$ cat config.mk
export PLATFORM = sky130hd
export DESIGN_NAME = rsrp_refresh_ctrl
export DESIGN_NICKNAME = d
export VERILOG_FILES = /design/src/logic/rsrp_pkg.sv /design/src/logic/rsrp_cmd_decode.sv /design/src/logic/rsrp_timer.sv /design/src/logic/rsrp_refresh_ctrl.sv
export VERILOG_INCLUDE_DIRS = /design/src /design/src/logic
export SDC_FILE = /design/constraint.sdc
export NUM_CORES = 1
export LEC_CHECK = 0
export BUFFER_PORTS_ARGS = -buffer_cell sky130_fd_sc_hd__clkbuf_2
export CORE_MARGIN = 2
export CORE_UTILIZATION = 35
export CTS_BUF_LIST = sky130_fd_sc_hd__clkbuf_8
export CTS_CLUSTER_DIAMETER = 40
export DETAILED_ROUTE_END_ITERATION = 10
export SLEW_MARGIN = 10
export SYNTH_ARGS = -nofsm -noshare
export SYNTH_HDL_FRONTEND = slang
export SYNTH_SLANG_ARGS = --single-unit
$ cat constraint.sdc
create_clock -name ref_clk_i -period 2.3 [get_ports ref_clk_i]
set_input_delay 0.46 -clock ref_clk_i [delete_from_list [all_inputs] [get_ports ref_clk_i]]
set_output_delay 0.46 -clock ref_clk_i [all_outputs]
set_load 0.02 [all_outputs]
$ cat src/logic/rsrp_params.svh
`ifndef RSRP_PARAMS_SVH
`define RSRP_PARAMS_SVH

// ****************************************************************
// Mode register addresses
// ****************************************************************
`define RSRP_MA_BANK_MASK     8'h10
`define RSRP_MA_SEGMENT_MASK  8'h11

// ****************************************************************
// Reset values and field widths
// ****************************************************************
`define RSRP_MASK_RESET       8'h00
`define RSRP_NUM_BANKS        8
`define RSRP_NUM_SEGS         8

// ****************************************************************
// Timing in nanoseconds and derived cycles at 25 MHz
// ****************************************************************
`define RSRP_CLK_PERIOD_NS    40
`define RSRP_TCKESR_NS        15
`define RSRP_TXSR_NS          220
`define RSRP_TCPDED_CYC       2
`define RSRP_TCKESR_CYC       ((`RSRP_TCKESR_NS + `RSRP_CLK_PERIOD_NS - 1) / `RSRP_CLK_PERIOD_NS)
`define RSRP_TXSR_CYC         ((`RSRP_TXSR_NS + `RSRP_CLK_PERIOD_NS - 1) / `RSRP_CLK_PERIOD_NS)
// The load edge opens the exit interval and the done edge hands over to active.
`define RSRP_TXSR_LOAD        (`RSRP_TXSR_CYC - 2)
`define RSRP_SR_TIMER_CYC     16

// ****************************************************************
// Postponed refresh accounting limits
// ****************************************************************
`define RSRP_POSTPONE_MAX     8
`define RSRP_PB_PER_AB        8

`endif

$ cat src/logic/rsrp_pkg.sv
`default_nettype none
package rsrp_pkg;

    // ****************************************************************
    // Decoded command-bus request
    // ****************************************************************
    typedef struct packed {
        logic       refresh_ab;
        logic       refresh_pb;
        logic       sr_entry;
        logic       mrw;
        logic [7:0] mrw_addr;
        logic [7:0] mrw_data;
    } rsrp_cmd_t;

    typedef enum logic [2:0] {
        RSRP_ACTIVE,
        RSRP_SR_CPDED,
        RSRP_SR_HOLD,
        RSRP_SR_EXIT
    } rsrp_state_t;

    // ****************************************************************
    // Status reported to the array
    // ****************************************************************
    typedef struct packed {
        logic       in_self_refresh;
        logic       rx_enabled;
        logic       clk_gated;
        logic       refresh_strobe;
        logic [2:0] refresh_bank;
        logic [2:0] refresh_segment;
    } rsrp_stat_t;

endpackage : rsrp_pkg
`default_nettype wire

$ cat src/logic/rsrp_cmd_decode.sv
`timescale 1ns/10ps
`default_nettype none
`include "rsrp_params.svh"

module rsrp_cmd_decode (
    input  wire logic             ref_clk_i,
    input  wire logic             reset_n_i,
    input  wire logic             cke_i,
    input  wire logic             cs_n_i,
    input  wire logic [9:0]       ca_rise_i,
    input  wire logic [9:0]       ca_fall_i,
    output var  rsrp_pkg::rsrp_cmd_t cmd_o
);

    typedef struct packed {
        logic cke_prev;
    } rsrp_dec_state_t;

    rsrp_dec_state_t s_q;
    rsrp_dec_state_t s_d;
    logic            is_ref;

    always_comb begin
        s_d          = s_q;
        s_d.cke_prev = cke_i;
        is_ref       = !cs_n_i && !ca_rise_i[0] && !ca_rise_i[1] && ca_rise_i[2];
        cmd_o        = '0;
        cmd_o.sr_entry   = is_ref && !cke_i && s_q.cke_prev;
        cmd_o.refresh_ab = is_ref && cke_i && s_q.cke_prev && ca_rise_i[3];
        cmd_o.refresh_pb = is_ref && cke_i && s_q.cke_prev && !ca_rise_i[3];
        cmd_o.mrw        = !cs_n_i && cke_i && ca_rise_i[3:0] == 4'h0;
        cmd_o.mrw_addr   = {ca_rise_i[9:4], ca_fall_i[1:0]};
        cmd_o.mrw_data   = ca_fall_i[9:2];
    end

    always_ff @(posedge ref_clk_i) begin
        if (!reset_n_i) begin
            // CKE idles high, so a command at the first edge after reset is taken.
            s_q <= '{cke_prev: 1'b1};
        end else begin
            s_q <= s_d;
        end
    end

endmodule : rsrp_cmd_decode
`default_nettype wire

$ cat src/logic/rsrp_timer.sv
`timescale 1ns/10ps
`default_nettype none

module rsrp_timer #(
    parameter int W = 16
) (
    input  wire logic         ref_clk_i,
    input  wire logic         reset_n_i,
    input  wire logic         load_i,
    input  wire logic [W-1:0] value_i,
    output logic              done_o
);

    typedef struct packed {
        logic [W-1:0] count;
    } rsrp_tmr_state_t;

    rsrp_tmr_state_t s_q;
    rsrp_tmr_state_t s_d;

    // ****************************************************************
    // Down counter; done is high while the count sits at zero.
    // ****************************************************************
    always_comb begin
        s_d = s_q;
        if (load_i) begin
            s_d.count = value_i;
        end else if (s_q.count != '0) begin
            s_d.count = s_q.count - W'(1);
        end
        done_o = (s_q.count == '0);
    end

    always_ff @(posedge ref_clk_i) begin
        if (!reset_n_i) begin
            s_q <= '0;
        end else begin
            s_q <= s_d;
        end
    end

endmodule : rsrp_timer
`default_nettype wire

$ cat src/logic/rsrp_refresh_ctrl.sv
`timescale 1ns/10ps
`default_nettype none
`include "rsrp_params.svh"

// Contract
// - Postponed count frozen during self refresh.
// - Entry decoded on CKE falling with refresh code.
// - Receivers off after two-cycle CKE delay.
// - Ignore all inputs but CKE in self refresh.
// - Internal all-bank refresh within residency, timer-paced.
// - Exit interval counts from edge after CKE high.
// - Eight-bit bank mask written by mode write.
// - Masked bank gets no self refresh.
// - Masked segments skipped in unmasked banks.
// - Writes to reserved registers have no effect.
// - Per-bank counter resets on reset and exit.
module rsrp_refresh_ctrl #(
    parameter int NUM_BANKS    = `RSRP_NUM_BANKS,
    parameter int SR_TIMER_CYC = `RSRP_SR_TIMER_CYC
) (
    input  wire logic              ref_clk_i,
    input  wire logic              reset_n_i,
    input  wire logic              cke_i,
    input  wire logic              cs_n_i,
    input  wire logic [9:0]        ca_rise_i,
    input  wire logic [9:0]        ca_fall_i,
    output logic                   in_self_refresh_o,
    output logic                   rx_enabled_o,
    output logic                   clk_gated_o,
    output logic                   refresh_strobe_o,
    output logic                   refresh_all_o,
    output logic [2:0]             refresh_bank_o,
    output logic [2:0]             refresh_segment_o,
    output logic [2:0]             pb_bank_ptr_o,
    output logic signed [4:0]      postponed_o,
    output logic                   refresh_needed_o,
    output logic [7:0]             bank_mask_o,
    output logic [7:0]             segment_mask_o
);

    // ****************************************************************
    // State
    // ****************************************************************
    typedef struct packed {
        rsrp_pkg::rsrp_state_t st;
        logic [1:0]            cpded_cnt;
        logic [7:0]            bank_mask;
        logic [7:0]            seg_mask;
        logic [2:0]            pb_ptr;
        logic [2:0]            pb_round;
        logic signed [4:0]     postponed;
        logic                  need_refresh;
        logic                  first_done;
        logic [5:0]            sr_bank;
        logic [2:0]            sr_seg;
        logic                  strobe;
        logic                  strobe_all;
        logic [2:0]            out_bank;
        logic [2:0]            out_seg;
    } rsrp_ctl_state_t;

    rsrp_ctl_state_t     s_q;
    rsrp_ctl_state_t     s_d;
    rsrp_pkg::rsrp_cmd_t cmd;
    logic                tmr_load;
    logic [15:0]         tmr_value;
    logic                tmr_done;

    // ****************************************************************
    // Helpers
    // ****************************************************************
    // segment mask applied
    function automatic logic seg_refreshed(input logic [7:0] bmask,
                                           input logic [7:0] smask,
                                           input logic [2:0] bank,
                                           input logic [2:0] seg);
        seg_refreshed = !bmask[bank] && !smask[seg];
    endfunction : seg_refreshed

    // ****************************************************************
    // Submodules
    // ****************************************************************
    rsrp_cmd_decode rsrp_cmd_decode_i (
        .ref_clk_i (ref_clk_i),
        .reset_n_i (reset_n_i),
        .cke_i     (cke_i),
        .cs_n_i    (cs_n_i),
        .ca_rise_i (ca_rise_i),
        .ca_fall_i (ca_fall_i),
        .cmd_o     (cmd)
    );

    rsrp_timer #(
        .W (16)
    ) rsrp_timer_i (
        .ref_clk_i (ref_clk_i),
        .reset_n_i (reset_n_i),
        .load_i    (tmr_load),
        .value_i   (tmr_value),
        .done_o    (tmr_done)
    );

    // ****************************************************************
    // Next state
    // ****************************************************************
    always_comb begin
        s_d            = s_q;
        s_d.strobe     = 1'b0;
        s_d.strobe_all = 1'b0;
        tmr_load       = 1'b0;
        tmr_value      = '0;
        unique case (s_q.st)
            rsrp_pkg::RSRP_ACTIVE: begin
                if (cmd.mrw && cmd.mrw_addr == `RSRP_MA_BANK_MASK) begin
                    s_d.bank_mask = cmd.mrw_data;
                end
                if (cmd.mrw && cmd.mrw_addr == `RSRP_MA_SEGMENT_MASK) begin
                    s_d.seg_mask = cmd.mrw_data;
                end
                if (cmd.refresh_ab) begin
                    s_d.pb_ptr       = '0;
                    s_d.pb_round     = '0;
                    s_d.need_refresh = 1'b0;
                    s_d.postponed    = s_q.postponed - 5'sd1;
                    s_d.strobe       = 1'b1;
                    s_d.strobe_all   = 1'b1;
                end else if (cmd.refresh_pb) begin
                    s_d.strobe   = 1'b1;
                    s_d.out_bank = s_q.pb_ptr;
                    s_d.pb_ptr   = 3'(s_q.pb_ptr + 3'd1);
                    if (s_q.pb_round == 3'(`RSRP_PB_PER_AB - 1)) begin
                        s_d.pb_round     = '0;
                        s_d.need_refresh = 1'b0;
                        s_d.postponed    = s_q.postponed - 5'sd1;
                    end else begin
                        s_d.pb_round = 3'(s_q.pb_round + 3'd1);
                    end
                end else if (cmd.sr_entry) begin
                    s_d.st        = rsrp_pkg::RSRP_SR_CPDED;
                    s_d.cpded_cnt = 2'(`RSRP_TCPDED_CYC - 1);
                    s_d.first_done = 1'b0;
                    s_d.sr_bank   = '0;
                    s_d.sr_seg    = '0;
                    tmr_load      = 1'b1;
                    tmr_value     = 16'(`RSRP_TCKESR_CYC);
                end
            end
            rsrp_pkg::RSRP_SR_CPDED: begin
                if (s_q.cpded_cnt == '0) begin
                    s_d.st = rsrp_pkg::RSRP_SR_HOLD;
                end else begin
                    s_d.cpded_cnt = 2'(s_q.cpded_cnt - 2'd1);
                end
            end
            rsrp_pkg::RSRP_SR_HOLD: begin
                if (tmr_done) begin
                    s_d.first_done = 1'b1;
                    tmr_load       = 1'b1;
                    tmr_value      = 16'(SR_TIMER_CYC);
                    if (seg_refreshed(s_q.bank_mask, s_q.seg_mask,
                                      s_q.sr_bank[2:0], s_q.sr_seg)) begin
                        s_d.strobe   = 1'b1;
                        s_d.out_bank = s_q.sr_bank[2:0];
                        s_d.out_seg  = s_q.sr_seg;
                    end
                    s_d.sr_seg = 3'(s_q.sr_seg + 3'd1);
                    if (s_q.sr_seg == 3'(`RSRP_NUM_SEGS - 1)) begin
                        s_d.sr_bank = 6'((s_q.sr_bank + 6'd1) % NUM_BANKS);
                    end
                end
                if (cke_i) begin
                    s_d.st    = rsrp_pkg::RSRP_SR_EXIT;
                    tmr_load  = 1'b1;
                    // A shorter load lets the first command land right at tXSR end.
                    tmr_value = 16'(`RSRP_TXSR_LOAD);
                    s_d.pb_ptr   = '0;
                    s_d.pb_round = '0;
                    s_d.need_refresh = 1'b1;
                end
            end
            rsrp_pkg::RSRP_SR_EXIT: begin
                if (tmr_done) begin
                    s_d.st = rsrp_pkg::RSRP_ACTIVE;
                end
            end
            default: begin
                s_d.st = rsrp_pkg::RSRP_ACTIVE;
            end
        endcase
    end

    always_ff @(posedge ref_clk_i) begin
        if (!reset_n_i) begin
            s_q           <= '0;
            s_q.st        <= rsrp_pkg::RSRP_ACTIVE;
            s_q.bank_mask <= `RSRP_MASK_RESET;
            s_q.seg_mask  <= `RSRP_MASK_RESET;
        end else begin
            s_q <= s_d;
        end
    end

    // ****************************************************************
    // Registered outputs
    // ****************************************************************
    always_ff @(posedge ref_clk_i) begin
        if (!reset_n_i) begin
            in_self_refresh_o <= 1'b0;
            rx_enabled_o      <= 1'b1;
            clk_gated_o       <= 1'b0;
        end else begin
            in_self_refresh_o <= s_d.st != rsrp_pkg::RSRP_ACTIVE;
            rx_enabled_o      <= s_d.st != rsrp_pkg::RSRP_SR_HOLD;
            clk_gated_o       <= s_d.st == rsrp_pkg::RSRP_SR_HOLD && s_d.first_done;
        end
    end

    assign refresh_strobe_o  = s_q.strobe;
    assign refresh_all_o     = s_q.strobe_all;
    assign refresh_bank_o    = s_q.out_bank;
    assign refresh_segment_o = s_q.out_seg;
    assign pb_bank_ptr_o     = s_q.pb_ptr;
    assign postponed_o       = s_q.postponed;
    assign refresh_needed_o  = s_q.need_refresh;
    assign bank_mask_o       = s_q.bank_mask;
    assign segment_mask_o    = s_q.seg_mask;

endmodule : rsrp_refresh_ctrl
`default_nettype wire

==> results.md <==
- The most area-hungry cell type in the Yosys netlist is dfxtp_1.
- At the end of the flow the core is filled with cells to 0.4041.
- The cell type group with the largest total delay on the critical path is simple AND/OR/NAND/NOR gates.
- For this run, the number of Yosys warnings is 0.
- The clock tree root driver cell is clkbuf_8.
- The routed layout has 2,650 vias.
- The number of synthesized flops with an enable pin is 0.
- The number of detailed-routing iterations run before antenna repair is 4.
- The routed design could run at a clock period as short as 2.024 ns.
- The starting density of the core is 0.3544.
- The most repeated cell in the gate-level netlist after synthesis is dfxtp_1.
- The first global-routing pass estimated 12,870 microns of wire.
- The final clock skew is 0.01340 ns.
- Setup repair after global routing left no endpoint under its margin.
- Setup violations remaining at the end of the flow were counted as 0.
- The count of final hold-check violations came to 0.
- Data on the critical path is required at its endpoint by 2.54 ns.
- The peak fanout along the critical path is 6.
- The placer's final routability congestion estimate is 0.7843.
- The flow ran to the end, and the final reports show no timing, DRC or antenna violations.
- The repair_antennas step left the layout with diodes totalling 0.
- The die is 102.8 microns tall.
- The largest net degree at the start of global routing is 35.
- The netlist area before placement is 3416 sq um.
- The total routing usage reported by global routing is 0.1567.
- By area the synthesized netlist is led by dfxtp_1, buf_4, nor2_1, mux2i_1, ha_1.
- The accumulated negative setup slack is 0 ns.
- The clock tree synthesis step divided the H-tree into 3 levels.
- The TritonCTS clock tree is yes.
- Gates resized during post-CTS repair numbered 0.
- The total global routing overflow is 0.
- The worst voltage drop across the vdd grid is 0.3725 mV.
- The number of nets in the final layout is 438.
- The clock net sink count is 68.
- Clock latency on the worst-skew pair, taken at its later pin, is 0.35 ns.
- The wire-length estimate of the detail-placed layout is 5685 microns.
- The synthesized instance count is 363.
- The worst slack on hold paths is 0.3634 ns.
- The share of the Yosys chip area taken by registers is 0.3985.
- Port buffering added 59 buffers.
- The floorplan step defined a die boundary enclosing 10,570 sq um.
- The worst setup path is captured at a flop.
- The post-synthesis async set-or-reset flop share is 0.
- The post-synthesis register bit count is 68.
- The final cycle utilization of the critical path is 0.8801.
- The design draws 3.409 mW.
- The proportion of layout cells with a drive suffix above 1 is 0.2707.
- The classification of the worst setup path is reg -> reg.
- Using the TritonRoute via totals, the vias-per-cell ratio works out to 4.880.
- The synthesized netlist contains 61 unique library cells.
- Power spread over the standard cell area amounts to 875.2 nW/um^2.
- On the critical path, the stage with the largest delay is an instance of nor4_2.
- The startpoint type of the worst setup path is a flop.
- Across the run, the number of max-cap violations was 0.
- On the worst path, the slowest cell contributes a delay of 0.53 ns.
- The cell area after placement is 3696 sq um.
- TritonCTS created 9 clock buffers.
- Post-CTS timing repair inserted 0 buffers for setup.
- The initialized floorplan defines 36 standard-cell rows.
- For this run, the leading register cell type out of synthesis is dfxtp_1.
- The min-delay analysis places its worst path in the category in -> reg.
- Headroom to the max-slew limit came out at 0.6416.
- For the pin with the worst max-slew slack, the measured transition is 0.5331 ns.
- The iteration-0 DRC count of the detailed router is 129.
- After clock tree synthesis, the flow added hold-fix buffers numbering 0.
- Once detail routing completed, the nets flagged for antenna violations numbered 0.
- The number of nets in the synthesized netlist is 396.
- The overall routed net length is 7667 microns.
- The mean cell area of the mapped netlist is 9.410 sq um.
- The placeable core region is 9639 sq um.
- The arrival time at the worst endpoint is 2.27 ns.
- The number of pins exceeding their max-slew limit in the final report is 0.
- Counting along the longest clock path gives a buffer depth of 2.
- The final routed wire length divided by cell count is 14.12 microns.
- Together, buffers and inverters on the worst path number 1.
- The clock transition at the registers of the reported paths is 0.08 ns.
- With fillers left out, the area of the finished cells amounts to 3895 sq um.
- The total DRC errors in the routed layout is 0.
- The signal on the critical path passes through nor4_2 -> and4_1 -> a21oi_2 -> buf_4 -> o21ai_0 -> a21oi_1.
- Measured along the x axis, the die boundary spans 102.8 microns.
- The area added between synthesis and finish is 14.03%.
- The initial antenna violation count is 0.
- The via count of the first global-routing pass is 2,711.
- The share of the synthesized area in the top cell type is 0.3985.
- Based on the critical path, the design can be clocked at up to 494.0 MHz.
- 60 I/O pins were placed.
- The analysis attributes to cell leakage a power of 1.592 nW.
- Counting instances in the post-synthesis netlist gives the leading cell types as dfxtp_1, nor2_1, buf_4.
cells in the final DEF, fill, tap and decap left out, types with 4 or more instances in the layout:
cell type | netlist | final
dfxtp_1 | 68 | 68
clkbuf_2 | 0 | 59
nor2_1 | 58 | 58
mux2i_1 | 21 | 21
a21oi_1 | 19 | 19
nand2_1 | 17 | 17
buf_4 | 32 | 13
inv_1 | 11 | 11
xnor2_1 | 11 | 11
ha_1 | 9 | 9
clkbuf_8 | 0 | 9
xor2_1 | 8 | 8
nand3_1 | 7 | 7
nor3_1 | 7 | 7
nand4_1 | 6 | 6
nor4_1 | 5 | 5
a211oi_1 | 4 | 4
o21ai_0 | 4 | 4
stage by stage:
stage,cells,worst slack [ns]
after floorplan,363,0.4666
after global placement,527,0.1156
after detailed placement,527,0.1612
after CTS,543,0.3005
after global routing,543,0.1443
final,543,0.2757
worst paths after layout:
path,from,to,slack [ns],depth (start not counted)
worst max-delay path,rsrp_timer_i.s_q[12],s_q[12],0.28,6
worst min-delay path,ca_fall_i[6],segment_mask_o[4],0.36,3
worst max register to register,rsrp_timer_i.s_q[12],s_q[12],0.28,6
worst min register to register,refresh_segment_o[1],refresh_segment_o[1],0.46,2
layout make-up:
type,count,area [sq um]
Clock buffer,9,123.9
Clock inverter,7,75.07
Fill cell,1000,5744
Inverter,12,45.04
Multi-Input combinational cell,242,1730
Sequential cell,68,1361
Tap cell,133,166.4
Timing Repair Buffer,72,392.9
metal layers:
metal | wire length, microns | global-route usage | part of all wire | up-vias
li1 | - | - | - | 1342
met1 | 3647 | 0.2008 | 0.48 | 1256
met2 | 3638 | 0.2554 | 0.47 | 48
met3 | 322 | 0.05153 | 0.042 | 4
met4 | 59 | 0.04150 | 0.0077 | 0
met5 | 0 | 0 | 0 | -
kinds of logic after synthesis:
logic type | synth area share
AOI/OAI and AO/OA | 0.09231
xor gates and xnor gates | 0.04872
adders and majority gates | 0.03297
buffers and inverters | 0.09487
DFF | 0.3985
muxes | 0.09340
other | 0.001098
and+or+nand+nor | 0.2381
sequential cells by signal (all words and copies together), names as in the netlist:
signal,count
pb_bank_ptr_o,3
postponed_o,5
refresh_bank_o,3
in_self_refresh_o,1
refresh_segment_o,3
segment_mask_o,8
refresh_strobe_o,1
rsrp_cmd_decode_i.s_q,1
bank_mask_o,8
rsrp_timer_i.s_q,16
clk_gated_o,1
s_q,15
refresh_all_o,1
rx_enabled_o,1
refresh_needed_o,1
power by group:
| part | internal [mW] | switching, mW | total, mW | leakage (nW) |
|---|---|---|---|---|
| Sequential | 1.29 | 0.142 | 1.43 | 0.551 |
| Clock | 0.504 | 0.502 | 1.01 | 0.0918 |
| Combinational | 0.451 | 0.523 | 0.974 | 0.949 |
| Total | 2.24 | 1.17 | 3.41 | 1.59 |
tightest hold or removal path, delay by kind of cell:
| family | cells | cell delay [ns] |
|---|---|---|
| and+or+nand+nor | 1 | 0.07 |
| muxes | 1 | 0.06 |
| buffers and inverters | 1 | 0.09 |
Power figures use the tool's default switching activity.
